## config.mk

```make
export PLATFORM = sky130hd
export DESIGN_NAME = ior_channel
export DESIGN_NICKNAME = d
export VERILOG_FILES = /design/src/rtl/ior_pkg.sv /design/src/rtl/ior_reloc_sel.sv /design/src/rtl/ior_snapshot.sv /design/src/rtl/ior_channel.sv
export VERILOG_INCLUDE_DIRS = /design/src /design/src/rtl
export SDC_FILE = /design/constraint.sdc
export NUM_CORES = 1
export LEC_CHECK = 0
export BUFFER_PORTS_ARGS = -buffer_cell sky130_fd_sc_hd__buf_2
export CAP_MARGIN = 10
export CORE_MARGIN = 2
export CORE_UTILIZATION = 45
export DETAILED_ROUTE_END_ITERATION = 8
export GPL_ROUTABILITY_DRIVEN = 0
export PLACE_DENSITY = 0.7
export REMOVE_ABC_BUFFERS = 1
export SLEW_MARGIN = 20
export SYNTH_ARGS = -nofsm -noshare
export SYNTH_HDL_FRONTEND = slang
export SYNTH_SLANG_ARGS = --single-unit
```

## constraint.sdc

```tcl
create_clock -name ref_clk -period 3.3 [get_ports ref_clk]
set_input_delay 0 -clock ref_clk [delete_from_list [all_inputs] [get_ports ref_clk]]
set_output_delay 0 -clock ref_clk [all_outputs]
set_load 0.02 [all_outputs]
```

## src/rtl/ior_regs.svh

```systemverilog
// offsets, field positions and reset values of the relocation/snapshot block
// assumes 32-bit storage words with bit 0 as the most significant bit
`ifndef IOR_REGS_SVH
`define IOR_REGS_SVH

// relocation register table in low storage, one word per key
`define IOR_RELOC_BASE    24'h000040
`define IOR_RELOC_STRIDE  24'h000004
// descriptors are a doubleword apart
`define IOR_DESC_STEP     24'h000008
// start descriptor: key bits 0-3, zero-key bit 4, address bits 8-31
`define IOR_SD_KEY_HI     31
`define IOR_SD_KEY_LO     28
`define IOR_SD_ZERO       27
// command descriptor: command code bits 0-7, address bits 8-31
`define IOR_CD_CMD_HI     31
`define IOR_CD_CMD_LO     24
`define IOR_ADDR_HI       23
// command code: key-restore flag at code bit 3, jump code in bits 4-7
`define IOR_CMD_KRESTORE  4
`define IOR_JUMP_CODE     4'h8
// record: check bit at record bit 13
`define IOR_REC_CHECK     18
`define IOR_STACK_REC_IDX 6'h3E
`define IOR_RESET_MODE    3'h7
`define IOR_ZERO24        24'h000000
`define IOR_ZERO32        32'h00000000

`endif

```

## src/rtl/ior_pkg.sv

```systemverilog
// types shared by the relocation/snapshot block
// assumes ior_regs.svh carries the numeric constants
package ior_pkg;

  // 31 interface lines; tags[12] is address out, tags[0] is request in
  typedef struct packed {
    logic [12:0] tags;
    logic        bus_out_par;
    logic        bus_in_par;
    logic [7:0]  bus_in;
    logic [7:0]  bus_out;
  } ior_lines_t;

  typedef struct packed {
    logic        zero_key;
    logic        check;
    logic [2:0]  reset_mode;
    logic [7:0]  cmd;
    logic [23:0] data_addr;
  } ior_held_t;

  typedef enum logic [1:0] {PH_START, PH_DATA, PH_JUMP} ior_phase_t;

endpackage

```

## src/rtl/ior_reloc_sel.sv

```systemverilog
// chooses where a relocation value comes from for each fetch kind
// assumes the caller holds the start key and the held zero-key flag
`timescale 1ns/1ps
`include "ior_regs.svh"

module ior_reloc_sel (
  // what is being relocated
  input  wire ior_pkg::ior_phase_t phase,
  input  wire logic                is_mux,
  input  wire logic                zero_key,
  input  wire logic                k_flag,
  input  wire logic [3:0]          start_key,
  // decision
  output logic                     need_read,
  output logic [3:0]               rd_key,
  output logic                     clear_zero,
  output logic                     save_internal
);

  logic restore;

  always_comb begin
    restore       = (phase == ior_pkg::PH_JUMP) && zero_key && k_flag;
    need_read     = 1'b1;
    rd_key        = zero_key ? 4'h0 : start_key;
    clear_zero    = restore;
    save_internal = 1'b0;
    case (phase)
      ior_pkg::PH_START: begin
        save_internal = !is_mux;
      end
      ior_pkg::PH_DATA: begin
        need_read = is_mux;
      end
      ior_pkg::PH_JUMP: begin
        // restore forces the original key; otherwise the k flag is ignored
        need_read     = is_mux || restore;
        rd_key        = restore ? start_key : (zero_key ? 4'h0 : start_key);
        save_internal = restore && !is_mux;
      end
      default: begin
        need_read = 1'b0;
      end
    endcase
  end

endmodule

```

## src/rtl/ior_snapshot.sv

```systemverilog
// interface-error snapshot capture and the stack record register
// assumes err_detect is a one-cycle pulse aligned with the faulty lines
`timescale 1ns/1ps
`include "ior_regs.svh"

module ior_snapshot (
  // clock and reset
  input  wire logic                ref_clk,
  input  wire logic                rst_n,
  // detection
  input  wire logic                err_detect,
  input  wire ior_pkg::ior_lines_t lines,
  input  wire logic                is_mux,
  // stack register access by software
  input  wire logic                load_stack,
  input  wire logic [31:0]         load_data,
  output logic [31:0]              interface_error_record,
  // selector record
  output logic [31:0]              sel_record
);

  logic [31:0] fmt;

  // same layout serves the stack word and the second status word
  assign fmt = {lines.tags, 1'b1, lines.bus_out_par, lines.bus_in_par,
                lines.bus_in, lines.bus_out};

  // a pending unread record blocks the capture; a capture beats a clear
  always_ff @(posedge ref_clk) begin
    if (!rst_n) begin
      interface_error_record <= `IOR_ZERO32;
    end else if (is_mux && err_detect && !interface_error_record[`IOR_REC_CHECK]) begin
      interface_error_record <= fmt;
    end else if (load_stack) begin
      interface_error_record <= load_data;
    end
  end

  always_ff @(posedge ref_clk) begin
    if (!rst_n) begin
      sel_record <= `IOR_ZERO32;
    end else if (!is_mux && err_detect) begin
      sel_record <= fmt;
    end
  end
endmodule

```

## src/rtl/ior_channel.sv

```systemverilog
// channel descriptor fetch with relocation, plus interface-error reporting
// assumes a single-word storage read port answered by a one-cycle ack
`timescale 1ns/1ps
`include "ior_regs.svh"

module ior_channel #(
  parameter bit IS_MUX = 1'b0
) (
  // clock and reset
  input  wire logic                ref_clk,
  input  wire logic                rst_n,
  // operation requests
  input  wire logic                op_start,
  input  wire logic [31:0]         start_descriptor,
  input  wire logic                op_chain,
  output logic                     busy,
  output logic                     fetch_done,
  output ior_pkg::ior_held_t       held_descriptor,
  output logic [23:0]              held_next_pointer,
  output logic [23:0]              reloc_internal,
  // main storage read port
  output logic                     mem_req,
  output logic [23:0]              mem_addr,
  input  wire logic [31:0]         mem_rdata,
  input  wire logic                mem_ack,
  // interface error
  input  wire logic                err_detect,
  input  wire ior_pkg::ior_lines_t lines,
  // selector status store
  output logic                     irq_req,
  input  wire logic                prio_grant,
  input  wire logic [31:0]         status_word1,
  output logic                     status_valid,
  output logic [63:0]              selector_status_word,
  // stack register 62 access
  input  wire logic                load_stack,
  input  wire logic [31:0]         load_data,
  output logic [31:0]              interface_error_record
);

  // ==========================================================
  // state
  typedef enum logic [2:0] {S_IDLE, S_RELOC, S_FETCH, S_DECODE} ior_state_t;

  ior_state_t          state;
  ior_pkg::ior_phase_t phase;
  logic [3:0]          start_key;
  logic [23:0]         base_addr;
  logic [23:0]         reloc_cur;
  logic [31:0]         desc;
  logic                need_read;
  logic [3:0]          rd_key;
  logic                clear_zero;
  logic                save_internal;
  logic                is_jump;
  logic [31:0]         sel_record;
  ior_pkg::ior_phase_t dec_phase;
  logic [23:0]         jump_target;
  logic                save_q;

  function automatic logic [23:0] reloc_addr(input logic [3:0] key);
    reloc_addr = `IOR_RELOC_BASE + (`IOR_RELOC_STRIDE * {20'h00000, key});
  endfunction

  function automatic logic [23:0] add24(input logic [23:0] a, input logic [23:0] b);
    add24 = a + b;
  endfunction

  assign is_jump   = desc[`IOR_CD_CMD_LO+3:`IOR_CD_CMD_LO] == `IOR_JUMP_CODE;
  // a descriptor reached by chaining or by a jump is relocated as a chained one
  assign dec_phase = (state != S_DECODE) ? phase :
                     is_jump ? ior_pkg::PH_JUMP :
                     (phase == ior_pkg::PH_START) ? ior_pkg::PH_START : ior_pkg::PH_DATA;

  ior_reloc_sel u_sel (
    .phase         (dec_phase),
    .is_mux        (IS_MUX),
    .zero_key      (held_descriptor.zero_key),
    .k_flag        (desc[`IOR_CD_CMD_LO+`IOR_CMD_KRESTORE]),
    .start_key     (start_key),
    .need_read     (need_read),
    .rd_key        (rd_key),
    .clear_zero    (clear_zero),
    .save_internal (save_internal)
  );

  ior_snapshot u_snap (
    .ref_clk                (ref_clk),
    .rst_n                  (rst_n),
    .err_detect             (err_detect),
    .lines                  (lines),
    .is_mux                 (IS_MUX),
    .load_stack             (load_stack),
    .load_data              (load_data),
    .interface_error_record (interface_error_record),
    .sel_record             (sel_record)
  );

  // ==========================================================
  // storage port
  logic [3:0] key_q;

  assign busy    = state != S_IDLE;
  assign mem_req = (state == S_RELOC) || (state == S_FETCH);
  assign mem_addr = (state == S_RELOC) ? reloc_addr(key_q) : held_next_pointer;

  // ==========================================================
  // fetch sequencer
  always_ff @(posedge ref_clk) begin
    if (!rst_n) begin
      state      <= S_IDLE;
      phase      <= ior_pkg::PH_START;
      fetch_done <= 1'b0;
      key_q      <= 4'h0;
      start_key  <= 4'h0;
      base_addr  <= `IOR_ZERO24;
      reloc_cur  <= `IOR_ZERO24;
      desc       <= `IOR_ZERO32;
    end else begin
      fetch_done <= 1'b0;
      case (state)
        S_IDLE: begin
          if (op_start) begin
            start_key <= start_descriptor[`IOR_SD_KEY_HI:`IOR_SD_KEY_LO];
            key_q     <= start_descriptor[`IOR_SD_ZERO] ? 4'h0 :
                         start_descriptor[`IOR_SD_KEY_HI:`IOR_SD_KEY_LO];
            base_addr <= start_descriptor[`IOR_ADDR_HI:0];
            phase     <= ior_pkg::PH_START;
            state     <= S_RELOC;
          end else if (op_chain) begin
            phase <= ior_pkg::PH_DATA;
            state <= S_FETCH;
          end
        end
        S_RELOC: begin
          if (mem_ack) begin
            reloc_cur <= mem_rdata[`IOR_ADDR_HI:0];
            if (phase == ior_pkg::PH_DATA) begin
              fetch_done <= 1'b1;
              state      <= S_IDLE;
            end else begin
              state <= S_FETCH;
            end
          end
        end
        S_FETCH: begin
          if (mem_ack) begin
            desc  <= mem_rdata;
            state <= S_DECODE;
          end
        end
        S_DECODE: begin
          key_q <= rd_key;
          if (is_jump) begin
            phase <= ior_pkg::PH_JUMP;
            state <= need_read ? S_RELOC : S_FETCH;
          end else if (phase == ior_pkg::PH_START) begin
            fetch_done <= 1'b1;
            state      <= S_IDLE;
          end else begin
            phase <= ior_pkg::PH_DATA;
            if (need_read) begin
              state <= S_RELOC;
            end else begin
              fetch_done <= 1'b1;
              state      <= S_IDLE;
            end
          end
        end
        default: begin
          state <= S_IDLE;
        end
      endcase
    end
  end

  // ==========================================================
  // absolute next-descriptor pointer
  always_ff @(posedge ref_clk) begin
    if (!rst_n) begin
      held_next_pointer <= `IOR_ZERO24;
    end else if (state == S_RELOC && mem_ack && phase != ior_pkg::PH_DATA) begin
      // a jump relocates its own target, not the start address
      held_next_pointer <= add24((phase == ior_pkg::PH_JUMP) ? jump_target : base_addr,
                                 mem_rdata[`IOR_ADDR_HI:0]);
    end else if (state == S_DECODE && is_jump && !need_read) begin
      held_next_pointer <= add24(desc[`IOR_ADDR_HI:0], reloc_internal);
    end else if (state == S_FETCH && mem_ack) begin
      held_next_pointer <= held_next_pointer + `IOR_DESC_STEP;
    end
  end

  // jump target comes from the descriptor just decoded
  always_ff @(posedge ref_clk) begin
    if (!rst_n) begin
      jump_target <= `IOR_ZERO24;
    end else if (state == S_DECODE) begin
      jump_target <= desc[`IOR_ADDR_HI:0];
    end
  end

  // selector internal relocation register
  always_ff @(posedge ref_clk) begin
    if (!rst_n) begin
      reloc_internal <= `IOR_ZERO24;
    end else if (state == S_RELOC && mem_ack && save_q) begin
      reloc_internal <= mem_rdata[`IOR_ADDR_HI:0];
    end
  end

  // zero-key is already cleared when a restoring jump reads, so the save is latched at decode
  always_ff @(posedge ref_clk) begin
    if (!rst_n) begin
      save_q <= 1'b0;
    end else if (state == S_IDLE && op_start) begin
      save_q <= !IS_MUX;
    end else if (state == S_DECODE) begin
      save_q <= save_internal;
    end
  end

  // ==========================================================
  // held descriptor
  always_ff @(posedge ref_clk) begin
    if (!rst_n) begin
      held_descriptor <= '0;
    end else begin
      if (state == S_IDLE && op_start) begin
        held_descriptor.zero_key <= start_descriptor[`IOR_SD_ZERO];
        held_descriptor.check    <= 1'b0;
      end else if (state == S_DECODE && is_jump && clear_zero) begin
        held_descriptor.zero_key <= 1'b0;
      end
      if (state == S_DECODE && !is_jump) begin
        held_descriptor.cmd <= desc[`IOR_CD_CMD_HI:`IOR_CD_CMD_LO];
        if (phase == ior_pkg::PH_START) begin
          held_descriptor.data_addr <= add24(desc[`IOR_ADDR_HI:0], reloc_cur);
        end else if (!need_read) begin
          held_descriptor.data_addr <= add24(desc[`IOR_ADDR_HI:0], reloc_internal);
        end
      end else if (state == S_RELOC && mem_ack && phase == ior_pkg::PH_DATA) begin
        held_descriptor.data_addr <= add24(desc[`IOR_ADDR_HI:0], mem_rdata[`IOR_ADDR_HI:0]);
      end
      // capture does not hold off the rest of the error handling
      if (IS_MUX && err_detect) begin
        held_descriptor.check      <= 1'b1;
        held_descriptor.reset_mode <= `IOR_RESET_MODE;
      end
    end
  end

  // ==========================================================
  // selector interrupt and status store
  always_ff @(posedge ref_clk) begin
    if (!rst_n) begin
      irq_req              <= 1'b0;
      status_valid         <= 1'b0;
      selector_status_word <= 64'h0000000000000000;
    end else begin
      status_valid <= 1'b0;
      if (!IS_MUX && err_detect) begin
        irq_req <= 1'b1;
      end else if (irq_req && prio_grant) begin
        irq_req              <= 1'b0;
        status_valid         <= 1'b1;
        selector_status_word <= {status_word1, sel_record};
      end
    end
  end
endmodule

```

==> results of run 1 <==
-- how the worst max path moves through the flow --
stage / startpoint / to / slack, ns / cells after the start
finish: phase[0] / held_next_pointer[14] / 0.16 / 12
global placement: phase[0] / held_next_pointer[21] / 0.21 / 11
floorplan: rst_n / held_descriptor[20] / -2.68 / 4
global route: phase[0] / held_next_pointer[21] / -0.07 / 11
detailed placement: phase[0] / held_next_pointer[21] / 0.13 / 11
CTS: phase[0] / held_next_pointer[21] / 0.11 / 11
-- area by class of cell --
| class | count | area, sq um |
|---|---|---|
| Fill cell | 3289 | 15700 |
| Multi-Input combinational cell | 1735 | 10600 |
| Sequential cell | 329 | 6590 |
| Timing Repair Buffer | 584 | 3920 |
| Clock buffer | 56 | 1130 |
| Tap cell | 518 | 648 |
| Inverter | 40 | 158 |
| Clock inverter | 9 | 116 |
| Antenna cell | 3 | 7.51 |
-- through the flow --
step	hold WS [ns]	utilization (%)	total power [uW]	TNS [ns]	instance area (sq um)
after global placement	0.232	51.9	8640	0	20200
after detailed placement	0.243	51.9	8730	0	20200
after floorplan	0.116	-	7310	-461.30	17300
after global routing	0.183	59.6	13800	-0.0776	23200
after CTS	0.147	59.5	13100	0	23100
final	0.175	59.6	13200	0	23200
-- state kept, by name, summed over array words and instances (netlist names), 4 cells and up --
| name | cells |
|---|---|
| base_addr | 24 |
| desc | 32 |
| held_descriptor | 33 |
| held_next_pointer | 24 |
| jump_target | 24 |
| key_q | 4 |
| reloc_cur | 24 |
| reloc_internal | 24 |
| selector_status_word | 64 |
| start_key | 4 |
| u_snap.interface_error_record | 32 |
| u_snap.sel_record | 32 |
-- worst min-delay path: stages --
cell and delay (ns):
buf_2 0.40, mux2i_1 0.22, nor2_1 0.07
-- where the power goes --
part	leakage, uW	total [uW]	switching, uW	internal [uW]
clock	0.000611	4220	1750	2480
sequential	0.00268	4790	409	4380
combinational	0.00705	4170	2570	1600
-- layer usage --
metal	routed length, um	vias to the layer above
met5	25	-
met4	2490	4
met3	6080	175
met2	29600	911
met1	24000	8608
li1	-	8824
-- cells in the mapped netlist, drive strengths merged, types with 4 or more instances --
cell	count
a211oi	33
a21boi	8
a21o	42
a21oi	292
a221oi	5
a22oi	8
a311oi	10
a31o	5
a31oi	13
and2	12
and3	18
and4	7
buf	18
clkbuf	115
dfxtp	329
fa	4
ha	97
inv	39
mux2	28
mux2i	96
nand2	440
nand2b	11
nand3	30
nand4	19
nor2	214
nor2b	26
nor3	31
nor3b	4
o2111ai	6
o211ai	11
o21a	12
o21ai	70
o21bai	6
o221ai	11
o22ai	4
o31ai	12
o41ai	4
or2	6
or3	13
xnor2	45
xor2	30
-- repair_timing --
| action | in CTS | in global routing |
|---|---|---|
| hold endpoints to repair | 251 | 0 |
| hold buffers | 172 | 0 |
| gates resized for setup | 0 | 7 |
| endpoints found under the setup margin | 0 | 10 |
-- logic make-up (layout without fill, tap and decap cells) --
group | count (synthesis) | after routing | synth area share [%]
flip-flops | 329 | 329 | 37.0
AO/OA/AOI/OAI | 589 | 589 | 20.8
multiplexers | 124 | 124 | 7.17
AND/OR/NAND/NOR | 842 | 842 | 20.3
buffers and inverters | 173 | 689 | 3.82
XOR/XNOR | 75 | 75 | 3.69
other | 1 | 7 | 0.0211
adder cells (fa/ha/maj) | 101 | 101 | 7.27
==> impl_metrics.py, run 1 <==
metrics = {
    "die": {
        "die_w_um": 203,
        "coreArea_sq_um": 38800,
        "io_pins": 377,
        "initial_utilization_pct": 45.9,
        "die_area_sq_um": 41200,
        "die_h_um": 203,
        "rows": 72,
    },
    "global_routing": {
        "antenna_found_initial": 4,
        "grt_start_max_net_pins": 129,
        "grt_pass1_wl_um": 96300,
        "grt.met3_usage_pct": 6.40,
        "gr-usage-met2_pct": 50.0,
        "grtUsageMet1_pct": 35.4,
        "busiest_layer": "met2",
        "grt.total_usage_pct": 29.2,
        "grt_pass1_vias": 18200,
        "gr-total-overflow": 0,
    },
    "layout": {
        "drive_gt1_share_pct": 19.4,
        "nNetsFinal": 2997,
        "area_growth_pct": 30.1,
        "mostFrequentLayoutCells": "nand2_1, buf_2, dfxtp_1",
        "final_common_cell": "nand2_1",
        "final_cells": 3274,
    },
    "worst_setup_path": {
        "reg2regPathDepth": 12,
        "crit_required_ns": 3.79,
        "crit_arrival_ns": 3.62,
        "cp_common_cell": "buf_4",
        "r2r_slack_ns": 0.16,
        "path_buf_inv": 2,
        "worst_setup_path_start_kind": "flop",
        "r2r-start": "phase[0]",
        "endpoint_kind": "flop",
        "crit_family": "compound AO/OA/AOI/OAI gates",
        "worst-setup-path-type": "reg -> reg",
        "path_cells": "nand2b_1, buf_4, mux2_2, ha_1, a2111o_1, o2111ai_1, a31oi_1, buf_4, o21ai_2, xnor2_1, o221ai_1, a21oi_1",
        "cp_slowest_cell": "a2111o_1",
        "worstPathMaxFanout": 6,
        "r2r-end": "held_next_pointer[14]",
        "crit_path_max_incr_delay_ns": 0.40,
    },
    "clock_tree": {
        "cts_max_level": 2,
        "clockBufferDepth": 3,
        "cts_buffers": 39,
        "cts_tree": "done",
        "clkLatencyLatePin_ns": 0.57,
        "postCtsSetupBuffers": 0,
        "clock_sinks": 329,
        "root_buffer": "clkbuf_16",
        "path_clk_slew_ns": 0.06,
    },
    "drt": {
        "vias": 18500,
        "ant_nets": 0,
        "routed_wl_um": 62200,
        "drc": 0,
        "post_drt_wl_per_cell_um": 19.0,
        "drtIter0Drc": 1336,
        "dr.pass1.iters": 6,
        "via_per_inst": 5.66,
    },
    "run": {
        "max-cap-violations": 0,
    },
    "pwr": {
        "leakage_uw": 0.0103,
        "vdd_drop_max_uv": 413,
        "p_per_area_nw_per_um2": 569,
    },
    "synth": {
        "synth.avg_cell_area_sq_um": 7.97,
        "synthArstFlopShare_pct": 0,
        "synth_top_area_cell": "dfxtp_1",
        "yosys-top-cells-area": "dfxtp_1, nand2_1, a21oi_1",
        "yosysSeqAreaShare_pct": 37.0,
        "synth-edff-count": 0,
        "syn_area_sq_um": 17800,
        "synth-seq-cells": 329,
        "yosys_warnings": 0,
        "yosys.area.top_type_share_pct": 37.0,
        "yosys_most_used_dff": "dfxtp_1",
        "ys_types": 86,
        "synth_cells": 2234,
    },
    "placement": {
        "port_buffers": 369,
        "hpwlAfterDp_um": 43800,
        "pre_cts_ws_ns": 0.131,
        "place_inst": 3034,
    },
    "sta": {
        "setup_viol_count_final": 0,
        "hold_viol": 0,
        "slew_headroom_pct": 38.1,
        "period_needed_ns": 3.14,
        "fmax_mhz": 319,
        "fin_ws_ns": 0.161,
        "fin_skew_ns": 0.0145,
        "tightest_slew_ns": 0.928,
        "finalCritPeriodShare_pct": 95.1,
        "finalMaxSlewViolations": 0,
    },
    "worst_hold_path": {
        "min_path_cells": 3,
        "min_to": "u_snap.interface_error_record[5]",
        "hold_class": "in -> reg",
        "hp-start": "load_stack",
    },
    "outcome": {
        "outcome": "completed",
    },
}
No activity file was read; power rests on OpenSTA's default activity.
==> run 2, diff against run 1 <==
--- a/config.mk
+++ b/config.mk
@@ -9,10 +9,9 @@
 export BUFFER_PORTS_ARGS = -buffer_cell sky130_fd_sc_hd__buf_2
 export CAP_MARGIN = 10
 export CORE_MARGIN = 2
-export CORE_UTILIZATION = 45
+export CORE_UTILIZATION = 34
 export DETAILED_ROUTE_END_ITERATION = 8
 export GPL_ROUTABILITY_DRIVEN = 0
-export PLACE_DENSITY = 0.7
 export REMOVE_ABC_BUFFERS = 1
 export SLEW_MARGIN = 20
 export SYNTH_ARGS = -nofsm -noshare
==> run 2 against run 1 <==
Compared with the run above:
- non-clock buffer count up 9
- sequential share of layout area shrank 0.61 points
- count of clock-buffer cells in the layout fell by 5
- cell count up 5.4%
- first-iteration DRC count decreased by 11%
- critical path depth up 2
==> impl_metrics.py, run 2 (same netlist as run 1, synthesis figures left out) <==
metrics = {
    "sta": {
        "hold_ws_ns": 0.171,
        "setup_viol_count_final": 0,
        "grt_setup_unrepaired": "no",
        "hold_viol": 0,
        "finalCritPeriodShare_pct": 94.9,
        "fmax_mhz": 319,
        "period_needed_ns": 3.13,
        "finalMaxSlewViolations": 0,
        "slew_headroom_pct": 29.7,
        "tightest_slew_ns": 1.05,
        "fin_skew_ns": 0.0229,
    },
    "clock_tree": {
        "cts_tree": "done",
        "cts_max_level": 2,
        "clkLatencyLatePin_ns": 0.57,
        "root_buffer": "clkbuf_16",
        "path_clk_slew_ns": 0.06,
        "postCtsSetupBuffers": 0,
        "cts_buffers": 40,
        "clockBufferDepth": 3,
        "clock_sinks": 329,
    },
    "die": {
        "coreArea_sq_um": 51500,
        "die_h_um": 233,
        "die_area_sq_um": 54200,
        "die_w_um": 233,
        "io_pins": 377,
        "rows": 83,
        "initial_utilization_pct": 34.6,
    },
    "drt": {
        "post_drt_wl_per_cell_um": 18.4,
        "vias": 18300,
        "routed_wl_um": 63600,
        "drtIter0Drc": 1186,
        "drc": 0,
        "dr.pass1.iters": 8,
        "via_per_inst": 5.29,
        "ant_nets": 0,
    },
    "layout": {
        "reg_top3": "selector_status_word x64, held_descriptor x33",
        "final_common_cell": "nand2_1",
        "nNetsFinal": 3007,
        "area_growth_pct": 32.9,
        "final_cells": 3452,
        "largest_register_ffs": 64,
        "mostFrequentLayoutCells": "nand2_1, buf_2, dfxtp_1",
        "stdcell_area_sq_um": 23700,
        "regMostFlops": "selector_status_word",
        "drive_gt1_share_pct": 19.9,
    },
    "worst_setup_path": {
        "crit_path_max_incr_delay_ns": 0.41,
        "reg2regPathDepth": 14,
        "worstPathMaxFanout": 6,
        "path_buf_inv": 2,
        "r2r_slack_ns": 0.17,
        "crit_arrival_ns": 3.57,
        "endpoint_kind": "flop",
        "path_cells": "nand2b_2, mux2_2, ha_1, inv_1, fa_1, nand2b_1, a21oi_1, o2111ai_1, a31oi_1, buf_4, o2111ai_1, a31oi_1, xnor2_1, o22ai_1",
        "r2r-start": "phase[1]",
        "crit_required_ns": 3.74,
        "worst-setup-path-type": "reg -> reg",
        "worst_setup_path_start_kind": "flop",
        "crit_path_start": "phase[1]",
        "r2r-end": "held_next_pointer[22]",
        "crit_family": "compound AO/OA/AOI/OAI gates",
        "cp_slowest_cell": "dfxtp_1",
    },
    "global_routing": {
        "grt_pass1_vias": 17800,
        "grt_start_max_net_pins": 180,
        "gr-total-overflow": 0,
        "grt_pass1_wl_um": 96800,
        "antenna_found_initial": 8,
        "grt.total_usage_pct": 22.7,
    },
    "run": {
        "max-cap-violations": 0,
    },
    "worst_hold_path": {
        "hold_class": "in -> reg",
        "min_path_cells": 3,
        "min_to": "u_snap.interface_error_record[31]",
        "hp-start": "load_stack",
    },
    "placement": {
        "port_buffers": 369,
        "place_inst": 3200,
        "hpwlAfterDp_um": 46000,
        "dpl_cell_area_sq_um": 20400,
    },
    "outcome": {
        "outcome": "completed",
    },
    "pwr": {
        "vdd_drop_max_uv": 438,
        "p_total_uw": 13900,
        "p_per_area_nw_per_um2": 589,
        "leakage_uw": 0.0105,
    },
}
run 2: changes by cell type in the layout (fill, tap and decap cells not counted), moves of 4 or more:
| cell | delta |
|---|---|
| clkinvlp_4 | +4 |
| clkbuf_1 | -5 |
| buf_4 | +4 |
| bufinv_16 | +7 |
| dlygate4sd3_1 | +5 |
run 2: per-stage QoR:
step	TNS (ns)	worst slack, ns	util, %
2_1_floorplan	-461.30	-2.68	-
3_3_place_gp	0	0.139	39.6
3_5_place_dp	0	0.121	39.6
4_1_cts	0	0.121	45.9
5_1_grt	0	0.0108	45.9
6_report	0	0.170	45.9
run 2: power breakdown:
part / switching (uW) / internal, uW
Clock: 1860 / 3080
Sequential: 412 / 4380
Combinational: 2580 / 1630
run 2: layout make-up:
class                   count  area (sq um)
repair buffers            593          4000
fillers                  5041         27800
clock buffers              51          1130
well taps                 680           851
clock inverters            22           348
diodes                      2          5.00
multi-input cells        1735         10600
flip-flops and latches    329          6590
inverters                  40           158
run 2: what timing repair did:
item	4_1_cts	5_1_grt
hold endpoints to repair	240	0
setup endpoints to repair	0	8
hold buffers	177	0
resized for setup	0	4
run 2: worst max-delay path by stage:
stage	slack [ns]	depth (start not counted)	to
6_report	0.17	14	held_next_pointer[22]
5_1_grt	0.01	13	held_next_pointer[21]
4_1_cts	0.12	12	held_next_pointer[21]
3_5_place_dp	0.12	12	held_next_pointer[21]
3_3_place_gp	0.14	12	held_next_pointer[23]
2_1_floorplan	-2.68	4	held_descriptor[20]
run 2: metal layers:
layer	GRT usage, %	part of all wire [%]	vias to the layer above
li1	-	-	8851
met1	27.7	41	8566
met2	39.0	47	697
met3	4.36	7.3	128
met4	9.16	3.7	14
met5	0	0.16	-
run 2: worst register-to-register path: stages, from the launching register on:
cell,delay (ns)
dfxtp_1,0.41
nand2b_2,0.14
mux2_2,0.25
ha_1,0.16
inv_1,0.06
fa_1,0.39
nand2b_1,0.18
a21oi_1,0.23
o2111ai_1,0.20
a31oi_1,0.21
buf_4,0.16
o2111ai_1,0.17
a31oi_1,0.23
xnor2_1,0.14
o22ai_1,0.08
==> run 3, diff against run 2 <==
--- a/config.mk
+++ b/config.mk
@@ -9,9 +9,10 @@
 export BUFFER_PORTS_ARGS = -buffer_cell sky130_fd_sc_hd__buf_2
 export CAP_MARGIN = 10
 export CORE_MARGIN = 2
-export CORE_UTILIZATION = 34
+export CORE_UTILIZATION = 50
 export DETAILED_ROUTE_END_ITERATION = 8
 export GPL_ROUTABILITY_DRIVEN = 0
+export PLACE_DENSITY = 0.77
 export REMOVE_ABC_BUFFERS = 1
 export SLEW_MARGIN = 20
 export SYNTH_ARGS = -nofsm -noshare
==> run 3 against run 2 <==
Compared with the run above:
- fmax shrank 3.0%
- combinational power is essentially flat
- sequential share of layout area grew 0.55 points
- highest routed layer is now met4
- critical path depth shrank 2
- worst hold slack gained 0.014 ns
- cell area shrank 2.0%
- count of clock-buffer cells in the layout shrank 2
- critical endpoint is now held_next_pointer[17]
- via count grew 5.4%
- flip-flop and latch count is the same
- die area shrank 32%
- first-iteration DRC count grew 36%
==> impl_metrics.py, run 3 (same netlist as run 1, synthesis figures left out) <==
metrics = {
    "outcome": {
        "outcome": "completed",
    },
    "run": {
        "max-cap-violations": 0,
    },
    "layout": {
        "regMostFlops": "selector_status_word",
        "mostFrequentLayoutCells": "nand2_1, buf_2, dfxtp_1",
        "final_common_cell": "nand2_1",
        "final_util_pct": 65.7,
        "area_growth_pct": 30.3,
        "drive_gt1_share_pct": 19.7,
        "reg_top3": "selector_status_word x64, held_descriptor x33",
        "largest_register_ffs": 64,
        "nNetsFinal": 2997,
    },
    "drt": {
        "vias": 19200,
        "dr.pass1.iters": 7,
        "post_drt_wl_per_cell_um": 20.1,
        "routed_wl_um": 64700,
        "drtIter0Drc": 1616,
        "via_per_inst": 5.97,
        "ant_nets": 0,
        "drc": 0,
    },
    "global_routing": {
        "grt_pass1_wl_um": 96900,
        "grt.met3_usage_pct": 6.58,
        "busiest_layer": "met2",
        "grt_pass1_vias": 18500,
        "grt.total_usage_pct": 33.2,
        "grt_start_max_net_pins": 125,
        "gr-usage-met2_pct": 56.5,
        "grtUsageMet1_pct": 38.2,
        "antenna_found_initial": 3,
        "gr-total-overflow": 0,
    },
    "worst_hold_path": {
        "hold_class": "in -> reg",
        "min_path_cells": 3,
        "hp-start": "load_stack",
        "min_to": "u_snap.interface_error_record[5]",
    },
    "sta": {
        "hold_viol": 0,
        "setup_viol_count_final": 0,
        "hold_ws_ns": 0.186,
        "fmax_mhz": 310,
        "fin_setup_tns_ns": 0,
        "fin_ws_ns": 0.0734,
        "finalCritPeriodShare_pct": 97.8,
        "finalMaxSlewViolations": 0,
        "slew_headroom_pct": 35.1,
        "fin_skew_ns": 0.0217,
        "tightest_slew_ns": 0.969,
        "period_needed_ns": 3.23,
    },
    "die": {
        "rows": 69,
        "die_area_sq_um": 37100,
        "die_h_um": 193,
        "die_w_um": 193,
        "coreArea_sq_um": 35300,
        "initial_utilization_pct": 50.4,
        "io_pins": 377,
    },
    "placement": {
        "port_buffers": 369,
        "hpwlAfterDp_um": 43000,
        "pre_cts_ws_ns": -0.0237,
    },
    "clock_tree": {
        "root_buffer": "clkbuf_16",
        "cts_tree": "done",
        "clockBufferDepth": 3,
        "cts_buffers": 38,
        "cts_max_level": 2,
        "path_clk_slew_ns": 0.06,
        "clock_sinks": 329,
        "clkLatencyLatePin_ns": 0.56,
    },
    "worst_setup_path": {
        "worst-setup-path-type": "reg -> reg",
        "crit_required_ns": 3.71,
        "crit_arrival_ns": 3.64,
        "reg2regPathDepth": 12,
        "r2r_slack_ns": 0.07,
        "r2r-end": "held_next_pointer[17]",
        "worst_setup_path_start_kind": "flop",
        "endpoint_kind": "flop",
        "r2r-start": "phase[0]",
        "worstPathMaxFanout": 22,
    },
    "pwr": {
        "vdd_drop_max_uv": 392,
        "leakage_uw": 0.0104,
        "p_per_area_nw_per_um2": 583,
    },
}
==> run 3: changes by cell type in the layout (fill, tap and decap cells not counted), sizes merged <==
| cell | before | now |
|---|---|---|
| clkinv | 5 | 13 |
| buf | 416 | 409 |
| clkinvlp | 5 | 0 |
| bufinv | 8 | 5 |
| clkbuf | 51 | 49 |
| inv | 44 | 42 |
| diode | 2 | 3 |
| dlygate4sd3 | 177 | 176 |
==> run 3: metrics by stage <==
stage | cell area (sq um) | std cells | power [uW]
after floorplan | 17300 | 2104 | 7310
after global placement | 20000 | 2972 | 8580
after detailed placement | 20000 | 2972 | 8680
after CTS | 23100 | 3217 | 13300
after global routing | 23200 | 3222 | 14000
final | 23200 | 3222 | 13500
==> run 3: cell type report <==
| class | instances | area (sq um) |
|---|---|---|
| fill | 2679 | 12100 |
| multi-input combinational | 1735 | 10600 |
| sequential | 329 | 6590 |
| timing repair buffer | 585 | 3950 |
| clock buffer | 49 | 1070 |
| tap | 461 | 577 |
| clock inverter | 20 | 248 |
| inverter | 40 | 158 |
| antenna | 3 | 7.51 |
==> run 3: worst max path at each step <==
stage / start / to / slack [ns] / depth (start not counted)
4_1_cts: phase[0] / held_next_pointer[20] / 0.02 / 12
3_5_place_dp: phase[0] / held_next_pointer[17] / -0.02 / 11
6_report: phase[0] / held_next_pointer[17] / 0.07 / 12
5_1_grt: phase[0] / held_next_pointer[21] / -0.03 / 12
3_3_place_gp: phase[0] / held_next_pointer[21] / 0.04 / 11
2_1_floorplan: rst_n / held_descriptor[20] / -2.68 / 4
==> run 3: power by group <==
part           switching [uW]  internal (uW)
sequential                433           4380
combinational            2600           1610
clock                    1790           2700
==> run 3: critical path, cell delays in order, from the launching register on <==
cell and delay (ns):
dfxtp_1 0.34, nand2b_2 0.19, buf_12 0.19, mux2_2 0.37
ha_1 0.25, or3_1 0.42, o221ai_1 0.34, nor3b_1 0.15
o41ai_2 0.31, buf_4 0.18, o21bai_1 0.11, nand4b_1 0.11
o221ai_1 0.11
==> run 3: what timing repair did <==
item                                   CTS  global route
setup endpoints to repair                5            13
pin swaps                                1             3
endpoints found under the hold margin  230             0
buffers inserted                         0             2
hold buffers                           176             0
resized for setup                        1            11
==> run 3: metal layers <==
layer	up-vias	wire, um
li1	8832	-
met1	8979	23400
met2	1153	30600
met3	277	6550
met4	0	4040
met5	-	0
